File: config.mk
export PLATFORM = sky130hd
export DESIGN_NAME = fboe_engine_flat
export DESIGN_NICKNAME = d
export VERILOG_FILES = /design/src/hdl/fboe_pkg.sv /design/src/hdl/fboe_link_if.sv /design/src/hdl/fboe_engine.sv /design/src/flat_wrapper.sv
export VERILOG_INCLUDE_DIRS = /design/src /design/src/hdl
export SDC_FILE = /design/constraint.sdc
export NUM_CORES = 2
export LEC_CHECK = 0
export ABC_AREA = 0
export BUFFER_PORTS_ARGS = -buffer_cell sky130_fd_sc_hd__buf_2
export CAP_MARGIN = 20
export CORE_MARGIN = 2
export CORE_UTILIZATION = 48
export DETAILED_ROUTE_END_ITERATION = 12
export PLACE_DENSITY_LB_ADDON = 0.05
export SLEW_MARGIN = 40
export SYNTH_ARGS = -nofsm -noshare
export SYNTH_HDL_FRONTEND = slang
export SYNTH_SLANG_ARGS = --single-unit
File: constraint.sdc
create_clock -name sys_clk_i -period 7.36 [get_ports sys_clk_i]
set_input_delay 0.736 -clock sys_clk_i [delete_from_list [all_inputs] [get_ports sys_clk_i]]
set_output_delay 0.736 -clock sys_clk_i [all_outputs]
set_load 0.05 [all_outputs]
File: src/hdl/fboe_params.svh
/*
 * Constants of the frame bit-block-transfer order engine: order opcodes,
 * order lengths, parameter byte positions, host register offsets and
 * reset values.
 * Assumes inclusion by bare name from the design files.
 */
`ifndef FBOE_PARAMS_SVH
`define FBOE_PARAMS_SVH

// ----------------------------------------------------------------------
// Order opcodes and reserved byte
// ----------------------------------------------------------------------
`define FBOE_OP_DEST_ONLY 8'h10
`define FBOE_OP_SRC_DEST 8'h12
`define FBOE_OP_SRC_HT_DEST 8'h13
`define FBOE_OP_EXP_SRC_DEST 8'h16
`define FBOE_RESERVED_BYTE 8'h00

// ----------------------------------------------------------------------
// Order lengths in bytes, opcode included
// ----------------------------------------------------------------------
`define FBOE_LEN_DEST_ONLY 5'd10
`define FBOE_LEN_SRC_DEST 5'd14
`define FBOE_LEN_SRC_HT_DEST 5'd22
`define FBOE_LEN_EXP_SRC_DEST 5'd18
`define FBOE_MAX_LEN 22

// ----------------------------------------------------------------------
// Parameter byte positions, most significant byte first
// ----------------------------------------------------------------------
`define FBOE_POS_DA 2
`define FBOE_POS_FW 6
`define FBOE_POS_FH 8
`define FBOE_POS_SA 10
`define FBOE_POS_HXR 14
`define FBOE_POS_HYR 16
`define FBOE_POS_HA 18
`define FBOE_POS_SW 14
`define FBOE_POS_XB 16
`define FBOE_POS_YB 17

// ----------------------------------------------------------------------
// Issuer register byte offsets and fields
// ----------------------------------------------------------------------
`define FBOE_REG_ORDER 8'h00
`define FBOE_REG_ROP 8'h04
`define FBOE_REG_SRC_PITCH 8'h08
`define FBOE_REG_HT_DIMS 8'h0C
`define FBOE_REG_STATUS 8'h10
`define FBOE_ROP_D_LSB 0
`define FBOE_ROP_SD_LSB 4
`define FBOE_ROP_SHD_LSB 8
`define FBOE_HT_W_LSB 0
`define FBOE_HT_H_LSB 16
`define FBOE_RST_ROP 32'h0000_0000
`define FBOE_RST_SRC_PITCH 32'h0000_0000
`define FBOE_RST_HT_DIMS 32'h0001_0001

`endif

File: src/hdl/fboe_pkg.sv
/*
 * Types shared by both ends of the order engine: the engine's state enumeration and
 * the packed state records of each end.
 * Assumes the params header for the order buffer size.
 */
`include "fboe_params.svh"

package fboe_pkg;
	// ------------------------------------------------------------------
	// Engine sequencing
	// ------------------------------------------------------------------
	typedef enum logic [2:0] {
		ENG_IDLE, ENG_COLLECT, ENG_SETUP, ENG_RD_S, ENG_RD_H, ENG_RD_D, ENG_WR_D,
		ENG_STEP
	} fboe_eng_st_t;

	typedef struct packed {
		fboe_eng_st_t st;
		logic [4:0] idx;
		logic [4:0] len;
		logic [`FBOE_MAX_LEN-1:0][7:0] ob;
		logic [15:0] fw;
		logic [15:0] fh;
		logic [15:0] x;
		logic [15:0] y;
		logic [31:0] dp;
		logic [31:0] drow;
		logic [31:0] sp;
		logic [31:0] srow;
		logic [15:0] spitch;
		logic [31:0] hp;
		logic [31:0] hline;
		logic [15:0] hxr0;
		logic [15:0] halftone_x_remaining;
		logic [15:0] halftone_y_remaining;
		logic [4:0] fx;
		logic [4:0] fy;
		logic [3:0] xs0;
		logic [3:0] xs;
		logic [3:0] ys;
		logic sbit;
		logic hbit;
		logic mem_req;
		logic mem_we;
		logic [31:0] mem_addr;
		logic mem_wbit;
		logic done;
		logic bad;
	} fboe_eng_t;

	// ------------------------------------------------------------------
	// Issuer register file
	// ------------------------------------------------------------------
	typedef struct packed {
		logic [31:0] rop;
		logic [31:0] src_pitch;
		logic [31:0] ht_dims;
		logic [7:0] ord_byte;
		logic ord_valid;
		logic ack;
		logic [31:0] dat;
	} fboe_iss_t;
endpackage

File: src/hdl/fboe_link_if.sv
/*
 * Link between the order issuer and the engine: a byte stream of orders
 * with valid/ready, plus the set-up state that the issuer's registers hold.
 * Assumes one clock for both ends.
 */
`timescale 1ns/1ns
`default_nettype none

interface fboe_link_if;
	logic ord_valid;
	logic [7:0] ord_byte;
	logic ord_ready;
	logic [1:0] dest_only_rop_code;
	logic [3:0] src_dest_rop_code;
	logic [7:0] src_ht_dest_rop_code;
	logic [15:0] src_map_pitch;
	logic [15:0] halftone_width;
	logic [15:0] halftone_height;
	logic engine_busy;

	modport issuer (
		output ord_valid, ord_byte, dest_only_rop_code, src_dest_rop_code,
		output src_ht_dest_rop_code, src_map_pitch, halftone_width, halftone_height,
		input ord_ready, engine_busy
	);
	modport engine (
		input ord_valid, ord_byte, dest_only_rop_code, src_dest_rop_code,
		input src_ht_dest_rop_code, src_map_pitch, halftone_width, halftone_height,
		output ord_ready, engine_busy
	);
endinterface

`default_nettype wire

File: src/hdl/fboe_engine.sv
/*
 * Order engine: takes frame bit-block-transfer orders byte by byte from the
 * link and runs them pixel by pixel against a bit-addressed memory port.
 * Assumes a memory on the same clock that answers each held request with a
 * one-cycle ack, and set-up values on the link that stay still during an
 * order.
 */
// Function
// - Opcode 10: reserved byte, then destination-only rop
// - Destination pitch is always the frame width
// - Opcode 12: source address, source/destination rop
// - Source pitch: stored non-zero pitch, else width
// - Opcode 13: remainders, halftone address, three-operand rop
// - Halftone fetch wraps at map edges
// - Remainders lie in one to map size
// - Issuer sets remainders for chosen start pixel
// - Issuer gives upper-left corner addresses
// - Halftone map dimensions defined before use
// - Opcode 16: pitch, scale bytes, source/destination rop
// - Source expanded before the raster combination
// - Frame within scaled source size, else partial
// - Scaled order steps source by own pitch
// - Unsupported horizontal code means no horizontal scaling
// - Horizontal clip skips leftmost expanded bits
// - Vertical factor is code plus one
// - Vertical clip skips top expanded scanlines
`timescale 1ns/1ns
`default_nettype none
`include "fboe_params.svh"

module fboe_engine #(
	parameter logic [15:0] X_SCALE_SUPPORTED = 16'hFFFF
) (
	input wire logic sys_clk_i,
	input wire logic reset_n_i,
	fboe_link_if.engine link,
	output logic mem_req_o,
	output logic mem_we_o,
	output logic [31:0] mem_addr_o,
	output logic mem_wbit_o,
	input wire logic mem_ack_i,
	input wire logic mem_rbit_i,
	output logic order_done_o,
	output logic bad_opcode_o
);
	fboe_pkg::fboe_eng_t r;
	fboe_pkg::fboe_eng_t next_r;

	// ------------------------------------------------------------------
	// Parameter fields of the collected order
	// ------------------------------------------------------------------
	logic [7:0] opc;
	logic [31:0] f_da;
	logic [31:0] f_sa;
	logic [31:0] f_ha;
	logic [15:0] f_fw;
	logic [15:0] f_fh;
	logic [15:0] f_hxr;
	logic [15:0] f_hyr;
	logic [15:0] f_sw;
	logic [7:0] f_xb;
	logic [7:0] f_yb;
	logic rop_bit;
	logic [31:0] ht_back;

	// Big-endian fields, as the core builds them in memory
	assign opc = r.ob[0];
	assign f_da = {r.ob[`FBOE_POS_DA], r.ob[`FBOE_POS_DA+1], r.ob[`FBOE_POS_DA+2],
		r.ob[`FBOE_POS_DA+3]};
	assign f_fw = {r.ob[`FBOE_POS_FW], r.ob[`FBOE_POS_FW+1]};
	assign f_fh = {r.ob[`FBOE_POS_FH], r.ob[`FBOE_POS_FH+1]};
	assign f_sa = {r.ob[`FBOE_POS_SA], r.ob[`FBOE_POS_SA+1], r.ob[`FBOE_POS_SA+2],
		r.ob[`FBOE_POS_SA+3]};
	assign f_hxr = {r.ob[`FBOE_POS_HXR], r.ob[`FBOE_POS_HXR+1]};
	assign f_hyr = {r.ob[`FBOE_POS_HYR], r.ob[`FBOE_POS_HYR+1]};
	assign f_ha = {r.ob[`FBOE_POS_HA], r.ob[`FBOE_POS_HA+1], r.ob[`FBOE_POS_HA+2],
		r.ob[`FBOE_POS_HA+3]};
	assign f_sw = {r.ob[`FBOE_POS_SW], r.ob[`FBOE_POS_SW+1]};
	assign f_xb = r.ob[`FBOE_POS_XB];
	assign f_yb = r.ob[`FBOE_POS_YB];

	// Distance from a halftone column back to the map's top row
	assign ht_back = 32'(32'(link.halftone_height - 16'h0001) * 32'(link.halftone_width));

	// ------------------------------------------------------------------
	// Raster combination: the code is a truth table over the operands
	// ------------------------------------------------------------------
	always_comb begin
		unique case (opc)
			`FBOE_OP_DEST_ONLY: rop_bit = link.dest_only_rop_code[mem_rbit_i];
			`FBOE_OP_SRC_HT_DEST: rop_bit = link.src_ht_dest_rop_code[{r.sbit, r.hbit, mem_rbit_i}];
			default: rop_bit = link.src_dest_rop_code[{r.sbit, mem_rbit_i}];
		endcase
	end

	// Ready only while taking bytes; an order never overlaps another
	assign link.ord_ready = (r.st == fboe_pkg::ENG_IDLE) || (r.st == fboe_pkg::ENG_COLLECT);
	assign link.engine_busy = (r.st != fboe_pkg::ENG_IDLE);
	assign mem_req_o = r.mem_req;
	assign mem_we_o = r.mem_we;
	assign mem_addr_o = r.mem_addr;
	assign mem_wbit_o = r.mem_wbit;
	assign order_done_o = r.done;
	assign bad_opcode_o = r.bad;

	// ------------------------------------------------------------------
	// Sequencer
	// ------------------------------------------------------------------
	always_comb begin
		next_r = r;
		next_r.done = 1'b0;
		next_r.bad = 1'b0;
		unique case (r.st)
			fboe_pkg::ENG_IDLE: begin
				if (link.ord_valid) begin
					next_r.ob[0] = link.ord_byte;
					next_r.idx = 5'd1;
					next_r.st = fboe_pkg::ENG_COLLECT;
					unique case (link.ord_byte)
						`FBOE_OP_DEST_ONLY: next_r.len = `FBOE_LEN_DEST_ONLY;
						`FBOE_OP_SRC_DEST: next_r.len = `FBOE_LEN_SRC_DEST;
						`FBOE_OP_SRC_HT_DEST: next_r.len = `FBOE_LEN_SRC_HT_DEST;
						`FBOE_OP_EXP_SRC_DEST: next_r.len = `FBOE_LEN_EXP_SRC_DEST;
						default: begin
							// Unknown opcode: drop this byte only and resync on the next
							next_r.st = fboe_pkg::ENG_IDLE;
							next_r.bad = 1'b1;
						end
					endcase
				end
			end
			fboe_pkg::ENG_COLLECT: begin
				if (link.ord_valid) begin
					// The reserved byte is stored but never read
					next_r.ob[r.idx] = link.ord_byte;
					next_r.idx = r.idx + 5'd1;
					if (r.idx == r.len - 5'd1) begin
						next_r.st = fboe_pkg::ENG_SETUP;
					end
				end
			end
			fboe_pkg::ENG_SETUP: begin
				next_r.fw = f_fw;
				next_r.fh = f_fh;
				next_r.x = 16'h0000;
				next_r.y = 16'h0000;
				next_r.dp = f_da;
				next_r.drow = f_da;
				next_r.sp = f_sa;
				next_r.srow = f_sa;
				next_r.fx = 5'd1;
				next_r.fy = 5'd1;
				next_r.xs0 = 4'h0;
				next_r.xs = 4'h0;
				next_r.ys = 4'h0;
				next_r.spitch = (link.src_map_pitch != 16'h0000) ? link.src_map_pitch : f_fw;
				next_r.hp = f_ha;
				next_r.hline = f_ha;
				next_r.hxr0 = f_hxr;
				next_r.halftone_x_remaining = f_hxr;
				next_r.halftone_y_remaining = f_hyr;
				if (opc == `FBOE_OP_EXP_SRC_DEST) begin
					next_r.spitch = f_sw;
					next_r.fy = 5'({1'b0, f_yb[3:0]}) + 5'd1;
					next_r.ys = f_yb[7:4];
					if (X_SCALE_SUPPORTED[f_xb[3:0]]) begin
						next_r.fx = 5'({1'b0, f_xb[3:0]}) + 5'd1;
						next_r.xs0 = f_xb[7:4];
						next_r.xs = f_xb[7:4];
					end
				end
				// An empty frame finishes with no memory traffic
				if (f_fw == 16'h0000 || f_fh == 16'h0000) begin
					next_r.st = fboe_pkg::ENG_IDLE;
					next_r.done = 1'b1;
				end else if (opc == `FBOE_OP_DEST_ONLY) begin
					next_r.st = fboe_pkg::ENG_RD_D;
				end else begin
					next_r.st = fboe_pkg::ENG_RD_S;
				end
			end
			fboe_pkg::ENG_RD_S, fboe_pkg::ENG_RD_H, fboe_pkg::ENG_RD_D: begin
				if (!r.mem_req) begin
					next_r.mem_req = 1'b1;
					next_r.mem_we = 1'b0;
					next_r.mem_addr = (r.st == fboe_pkg::ENG_RD_S) ? r.sp :
						(r.st == fboe_pkg::ENG_RD_H) ? r.hp : r.dp;
				end else if (mem_ack_i) begin
					next_r.mem_req = 1'b0;
					if (r.st == fboe_pkg::ENG_RD_S) begin
						next_r.sbit = mem_rbit_i;
						next_r.st = (opc == `FBOE_OP_SRC_HT_DEST) ? fboe_pkg::ENG_RD_H :
							fboe_pkg::ENG_RD_D;
					end else if (r.st == fboe_pkg::ENG_RD_H) begin
						next_r.hbit = mem_rbit_i;
						next_r.st = fboe_pkg::ENG_RD_D;
					end else begin
						next_r.mem_wbit = rop_bit;
						next_r.st = fboe_pkg::ENG_WR_D;
					end
				end
			end
			fboe_pkg::ENG_WR_D: begin
				if (!r.mem_req) begin
					next_r.mem_req = 1'b1;
					next_r.mem_we = 1'b1;
					next_r.mem_addr = r.dp;
				end else if (mem_ack_i) begin
					next_r.mem_req = 1'b0;
					next_r.mem_we = 1'b0;
					next_r.st = fboe_pkg::ENG_STEP;
				end
			end
			fboe_pkg::ENG_STEP: begin
				next_r.st = (opc == `FBOE_OP_DEST_ONLY) ? fboe_pkg::ENG_RD_D : fboe_pkg::ENG_RD_S;
				if (r.x != r.fw - 16'h0001) begin
					// Along the scanline
					next_r.x = r.x + 16'h0001;
					next_r.dp = r.dp + 32'h0000_0001;
					if (5'({1'b0, r.xs}) >= r.fx - 5'd1) begin
						next_r.xs = 4'h0;
						next_r.sp = r.sp + 32'h0000_0001;
					end else begin
						next_r.xs = r.xs + 4'h1;
					end
					if (r.halftone_x_remaining <= 16'h0001) begin
						next_r.halftone_x_remaining = link.halftone_width;
						next_r.hp = r.hp - 32'(link.halftone_width) + 32'h0000_0001;
					end else begin
						next_r.halftone_x_remaining = r.halftone_x_remaining - 16'h0001;
						next_r.hp = r.hp + 32'h0000_0001;
					end
				end else if (r.y == r.fh - 16'h0001) begin
					next_r.st = fboe_pkg::ENG_IDLE;
					next_r.done = 1'b1;
				end else begin
					// Next scanline: destination packed at the frame width
					next_r.x = 16'h0000;
					next_r.y = r.y + 16'h0001;
					next_r.drow = r.drow + 32'(r.fw);
					next_r.dp = r.drow + 32'(r.fw);
					next_r.xs = r.xs0;
					next_r.sp = r.srow;
					if (5'({1'b0, r.ys}) >= r.fy - 5'd1) begin
						next_r.ys = 4'h0;
						next_r.srow = r.srow + 32'(r.spitch);
						next_r.sp = r.srow + 32'(r.spitch);
					end else begin
						next_r.ys = r.ys + 4'h1;
					end
					next_r.halftone_x_remaining = r.hxr0;
					if (r.halftone_y_remaining <= 16'h0001) begin
						next_r.halftone_y_remaining = link.halftone_height;
						next_r.hline = r.hline - ht_back;
						next_r.hp = r.hline - ht_back;
					end else begin
						next_r.halftone_y_remaining = r.halftone_y_remaining - 16'h0001;
						next_r.hline = r.hline + 32'(link.halftone_width);
						next_r.hp = r.hline + 32'(link.halftone_width);
					end
				end
			end
		endcase
	end

	// State register
	always_ff @(posedge sys_clk_i or negedge reset_n_i) begin
		if (!reset_n_i) begin
			r <= '0;
		end else begin
			r <= next_r;
		end
	end
endmodule

`default_nettype wire

File: src/flat_wrapper.sv
// flat-port wrapper written by rule: the top's interface ports become plain ports
module fboe_engine_flat 
#(
	parameter logic [15:0] X_SCALE_SUPPORTED = 16'hFFFF
)
  (sys_clk_i, reset_n_i, mem_req_o, mem_we_o, mem_addr_o, mem_wbit_o, mem_ack_i, mem_rbit_i, order_done_o, bad_opcode_o, link_ord_valid, link_ord_byte, link_dest_only_rop_code, link_src_dest_rop_code, link_src_ht_dest_rop_code, link_src_map_pitch, link_halftone_width, link_halftone_height, link_ord_ready, link_engine_busy);
  fboe_link_if link_i ();
  input wire logic sys_clk_i;
  input wire logic reset_n_i;
  output logic mem_req_o;
  output logic mem_we_o;
  output logic [31:0] mem_addr_o;
  output logic mem_wbit_o;
  input wire logic mem_ack_i;
  input wire logic mem_rbit_i;
  output logic order_done_o;
  output logic bad_opcode_o;
  input wire logic [$bits(link_i.ord_valid)-1:0] link_ord_valid;
  input wire logic [$bits(link_i.ord_byte)-1:0] link_ord_byte;
  input wire logic [$bits(link_i.dest_only_rop_code)-1:0] link_dest_only_rop_code;
  input wire logic [$bits(link_i.src_dest_rop_code)-1:0] link_src_dest_rop_code;
  input wire logic [$bits(link_i.src_ht_dest_rop_code)-1:0] link_src_ht_dest_rop_code;
  input wire logic [$bits(link_i.src_map_pitch)-1:0] link_src_map_pitch;
  input wire logic [$bits(link_i.halftone_width)-1:0] link_halftone_width;
  input wire logic [$bits(link_i.halftone_height)-1:0] link_halftone_height;
  output wire logic [$bits(link_i.ord_ready)-1:0] link_ord_ready;
  output wire logic [$bits(link_i.engine_busy)-1:0] link_engine_busy;
  assign link_i.ord_valid = link_ord_valid;
  assign link_i.ord_byte = link_ord_byte;
  assign link_i.dest_only_rop_code = link_dest_only_rop_code;
  assign link_i.src_dest_rop_code = link_src_dest_rop_code;
  assign link_i.src_ht_dest_rop_code = link_src_ht_dest_rop_code;
  assign link_i.src_map_pitch = link_src_map_pitch;
  assign link_i.halftone_width = link_halftone_width;
  assign link_i.halftone_height = link_halftone_height;
  assign link_ord_ready = link_i.ord_ready;
  assign link_engine_busy = link_i.engine_busy;
  fboe_engine #(.X_SCALE_SUPPORTED(X_SCALE_SUPPORTED)) u_core (.sys_clk_i(sys_clk_i), .reset_n_i(reset_n_i), .link(link_i), .mem_req_o(mem_req_o), .mem_we_o(mem_we_o), .mem_addr_o(mem_addr_o), .mem_wbit_o(mem_wbit_o), .mem_ack_i(mem_ack_i), .mem_rbit_i(mem_rbit_i), .order_done_o(order_done_o), .bad_opcode_o(bad_opcode_o));
endmodule
==> results.md <==
- Status: finished clean
- Sequential area share after synthesis: 0.297
- Asr flop ratio synth: 1.00
- Crit Path Max Fanout: 4
- Max-cap violations: 0
- Final slew viol count: 0
- CTS tree: yes
- Slowest Stage Delay on Critical Path: 0.58 ns
- Final Cycle Share: 0.995
- Largest net degree at the start of global routing: 153
- Yosys reg bits: 561
- Dpl hpwl: about 120000 microns
- I/O Pins: 114
- Initial cell density of the core: 0.483
- Flop2flop setup slack: 1.73 ns
- H-tree levels: 3
- Cts bufs inserted: 66
- Kind of critical path: input pin to flip-flop
- Initial antenna violation count: 8
- Crit-path slowest cell: fa_1
- Synth unique cells: 84
- Share of cells above drive strength 1: 0.140
- Die area: 0.101 sq mm
- Hold Path Sink: u_core.mem_addr_o[8]
- Buf+Inv Stages, Crit Path: 6
- Fmax achieved: 137 MHz
- Worst R2R Start: u_core.r[113]
- Final Setup Violations: 0
- Most frequent cells in the layout: nand2_1, dfrtp_1, inv_1
- Die W: 318 microns
- Post-DR wirelength/cell: 23.7 microns
- Hold_sp: u_core.mem_addr_o[8]
- CP required: 7.86 ns
- Post-Syn Instances: roughly 5500
- Yosys warnings: 0
- Height of the chip: 318 microns
- Rows: 115
- Core box area: 0.0980 sq mm
- Rel. slew slack: 0.399
- Mapped cell area: roughly 0.047 sq mm
- Mean Syn Cell Area: 8.57 sq um
- Ys flop type: dfrtp_1
- GRT Overall Usage: 0.324
- Util after Layout: 0.543
- DR vias: about 42000
- Routed wire length: 165000 microns
- Remaining DRCs: 0
- Vias in the first global route: 40811
- Tmin final: 7.32 ns
- First-pass GRT wire length: 252000 microns
- CP Capture Type: flip-flop
- Via density: roughly 6.0
- Critical Path AT: 7.82 ns
- RD Place Congestion: 0.917
- RR Endpoint: u_core.r[152]
- Cell repeated most along the worst path: fa_1
- Commonest non-fill, non-tap cell in the layout: nand2_1
- Drt first-iter violations: 3614
- Final Hold Fails: 0
- Area delta synth->final: 12.5%
- Clk_skew: 0.0243 ns
- Post-synth EDFFs: 0
- CP top delay family: adder cells
- Hold Path Class: flip-flop to flip-flop
- TritonCTS Sinks: 561
- Clock slew at the register clock pins of the worst setup and hold paths: 0.06 ns
- CTS root buf: clkbuf_16
- DR pass1 iterations: 6
- Fin nets: 6220
- RSZ-0062 raised after global routing: true
- Clock Latency Late Sink: 0.64 ns
- Hold Path Cell Cnt: 2
- I/O Buffers: 113
- CTS Buffer Depth: 3
- Worst R2R Path Depth: 21
- CP Launch Type: input pin
- Overflow after GRT: 0
- Least-Margin Pin Slew: between 0.8 and 0.9 ns
- Antenna viol nets, final: 0
- Syn_nets: 6110
==> cell usage after synthesis (123+ instances only) <==
library cell | instances | area share
nand2_1 | 732 | 0.058
fa_1 | 306 | 0.13
clkbuf_1 | 262 | 0.021
nand3_1 | 133 | 0.014
dfrtp_1 | 561 | 0.30
a21oi_1 | 345 | 0.036
nor2_1 | 418 | 0.033
xor2_1 | 123 | 0.023
o21ai_0 | 383 | 0.041
ha_1 | 209 | 0.055
mux2_2 | 152 | 0.036
inv_1 | 435 | 0.035
xnor2_1 | 202 | 0.037
==> how the worst max path moves through the flow <==
stage / start / to / cells after the start
6_report: link_halftone_height[0] / u_core.r[139] / 30
5_1_grt: link_halftone_height[0] / u_core.r[139] / 31
4_1_cts: link_halftone_height[0] / u_core.r[139] / 32
3_5_place_dp: link_halftone_height[0] / u_core.r[168] / 30
3_3_place_gp: link_halftone_height[0] / u_core.r[139] / 30
2_1_floorplan: link_halftone_height[0] / u_core.r[168] / 32
==> registers in the layout, summed over array words and instances (netlist names), 8 cells and up <==
name,count
u_core.opc,8
u_core.f_ha,32
u_core.r,356
u_core.f_xb,8
u_core.f_da,32
u_core.f_fh,16
u_core.f_fw,16
u_core.f_hxr,16
u_core.f_yb,8
u_core.f_sa,32
u_core.mem_addr_o,32
==> routing by layer <==
metal	global-route usage	vias up	routed length, microns
met5	0	-	46
met3	0.0410	345	9210
li1	-	19141	-
met1	0.428	20747	70000
met4	0.137	2	7090
met2	0.537	1367	78500
==> area by class of cell <==
cell class / instances / area, sq um
tap: 1287 / 1610
timing repair buffer: 392 / 2900
inverter: 436 / 1640
sequential: 561 / 14000
antenna: 2 / 5.00
multi-input combinational: 4173 / 30900
fill: 9247 / 44800
clock buffer: 87 / 1880
clock inverter: 26 / 280
==> worst register-to-register path: cells and delay by family, from the launching register on <==
family,cells,cell delay (ns)
adders and majority gates,5,2.04
AOI/OAI and AO/OA,6,1.40
buffers and inverters,6,0.87
DFF,1,0.51
and+or+nand+nor,3,0.48
xor gates and xnor gates,1,0.24
==> metrics by stage <==
| step | setup slack, ns | hold WS (ns) | setup TNS [ns] | cell area (sq um) | cells |
|---|---|---|---|---|---|
| 2_1_floorplan | -0.221 | 0.440 | -2.05 | 47700 | 5520 |
| 3_3_place_gp | -0.807 | 0.459 | -22.17 | 50400 | 6824 |
| 3_5_place_dp | -0.834 | 0.463 | -25.38 | 50500 | 6826 |
| 4_1_cts | 0.0127 | 0.187 | 0 | 52700 | 6947 |
| 5_1_grt | -0.177 | 0.502 | -2.04 | 53200 | 6962 |
| 6_report | 0.0359 | 0.476 | 0 | 53200 | 6964 |
==> cell families (layout without fill, tap and decap cells) <==
group,count (synthesis),after routing,synth area share
AND/OR/NAND/NOR,1811,1811,0.176
AO/OA/AOI/OAI,1346,1346,0.174
buffers and inverters,786,941,0.0664
flip-flops,561,561,0.297
adder cells (fa/ha/maj),516,516,0.185
XOR/XNOR,325,325,0.0602
multiplexers,175,175,0.0418
other,0,2,0
==> timing repair <==
| action | CTS | global route |
|---|---|---|
| buffers inserted | 8 | 11 |
| endpoints found under the hold margin | 0 | 15 |
| endpoints found under the setup margin | 21 | 39 |
| gates resized for setup | 14 | 75 |
| hold buffers | 0 | 1 |
| gates cloned | 0 | 1 |
| pin swaps | 12 | 54 |
Power is left out: the tool's default activity adds up to more than one toggle a clock period on the data nets, which glitch-free logic cannot reach.
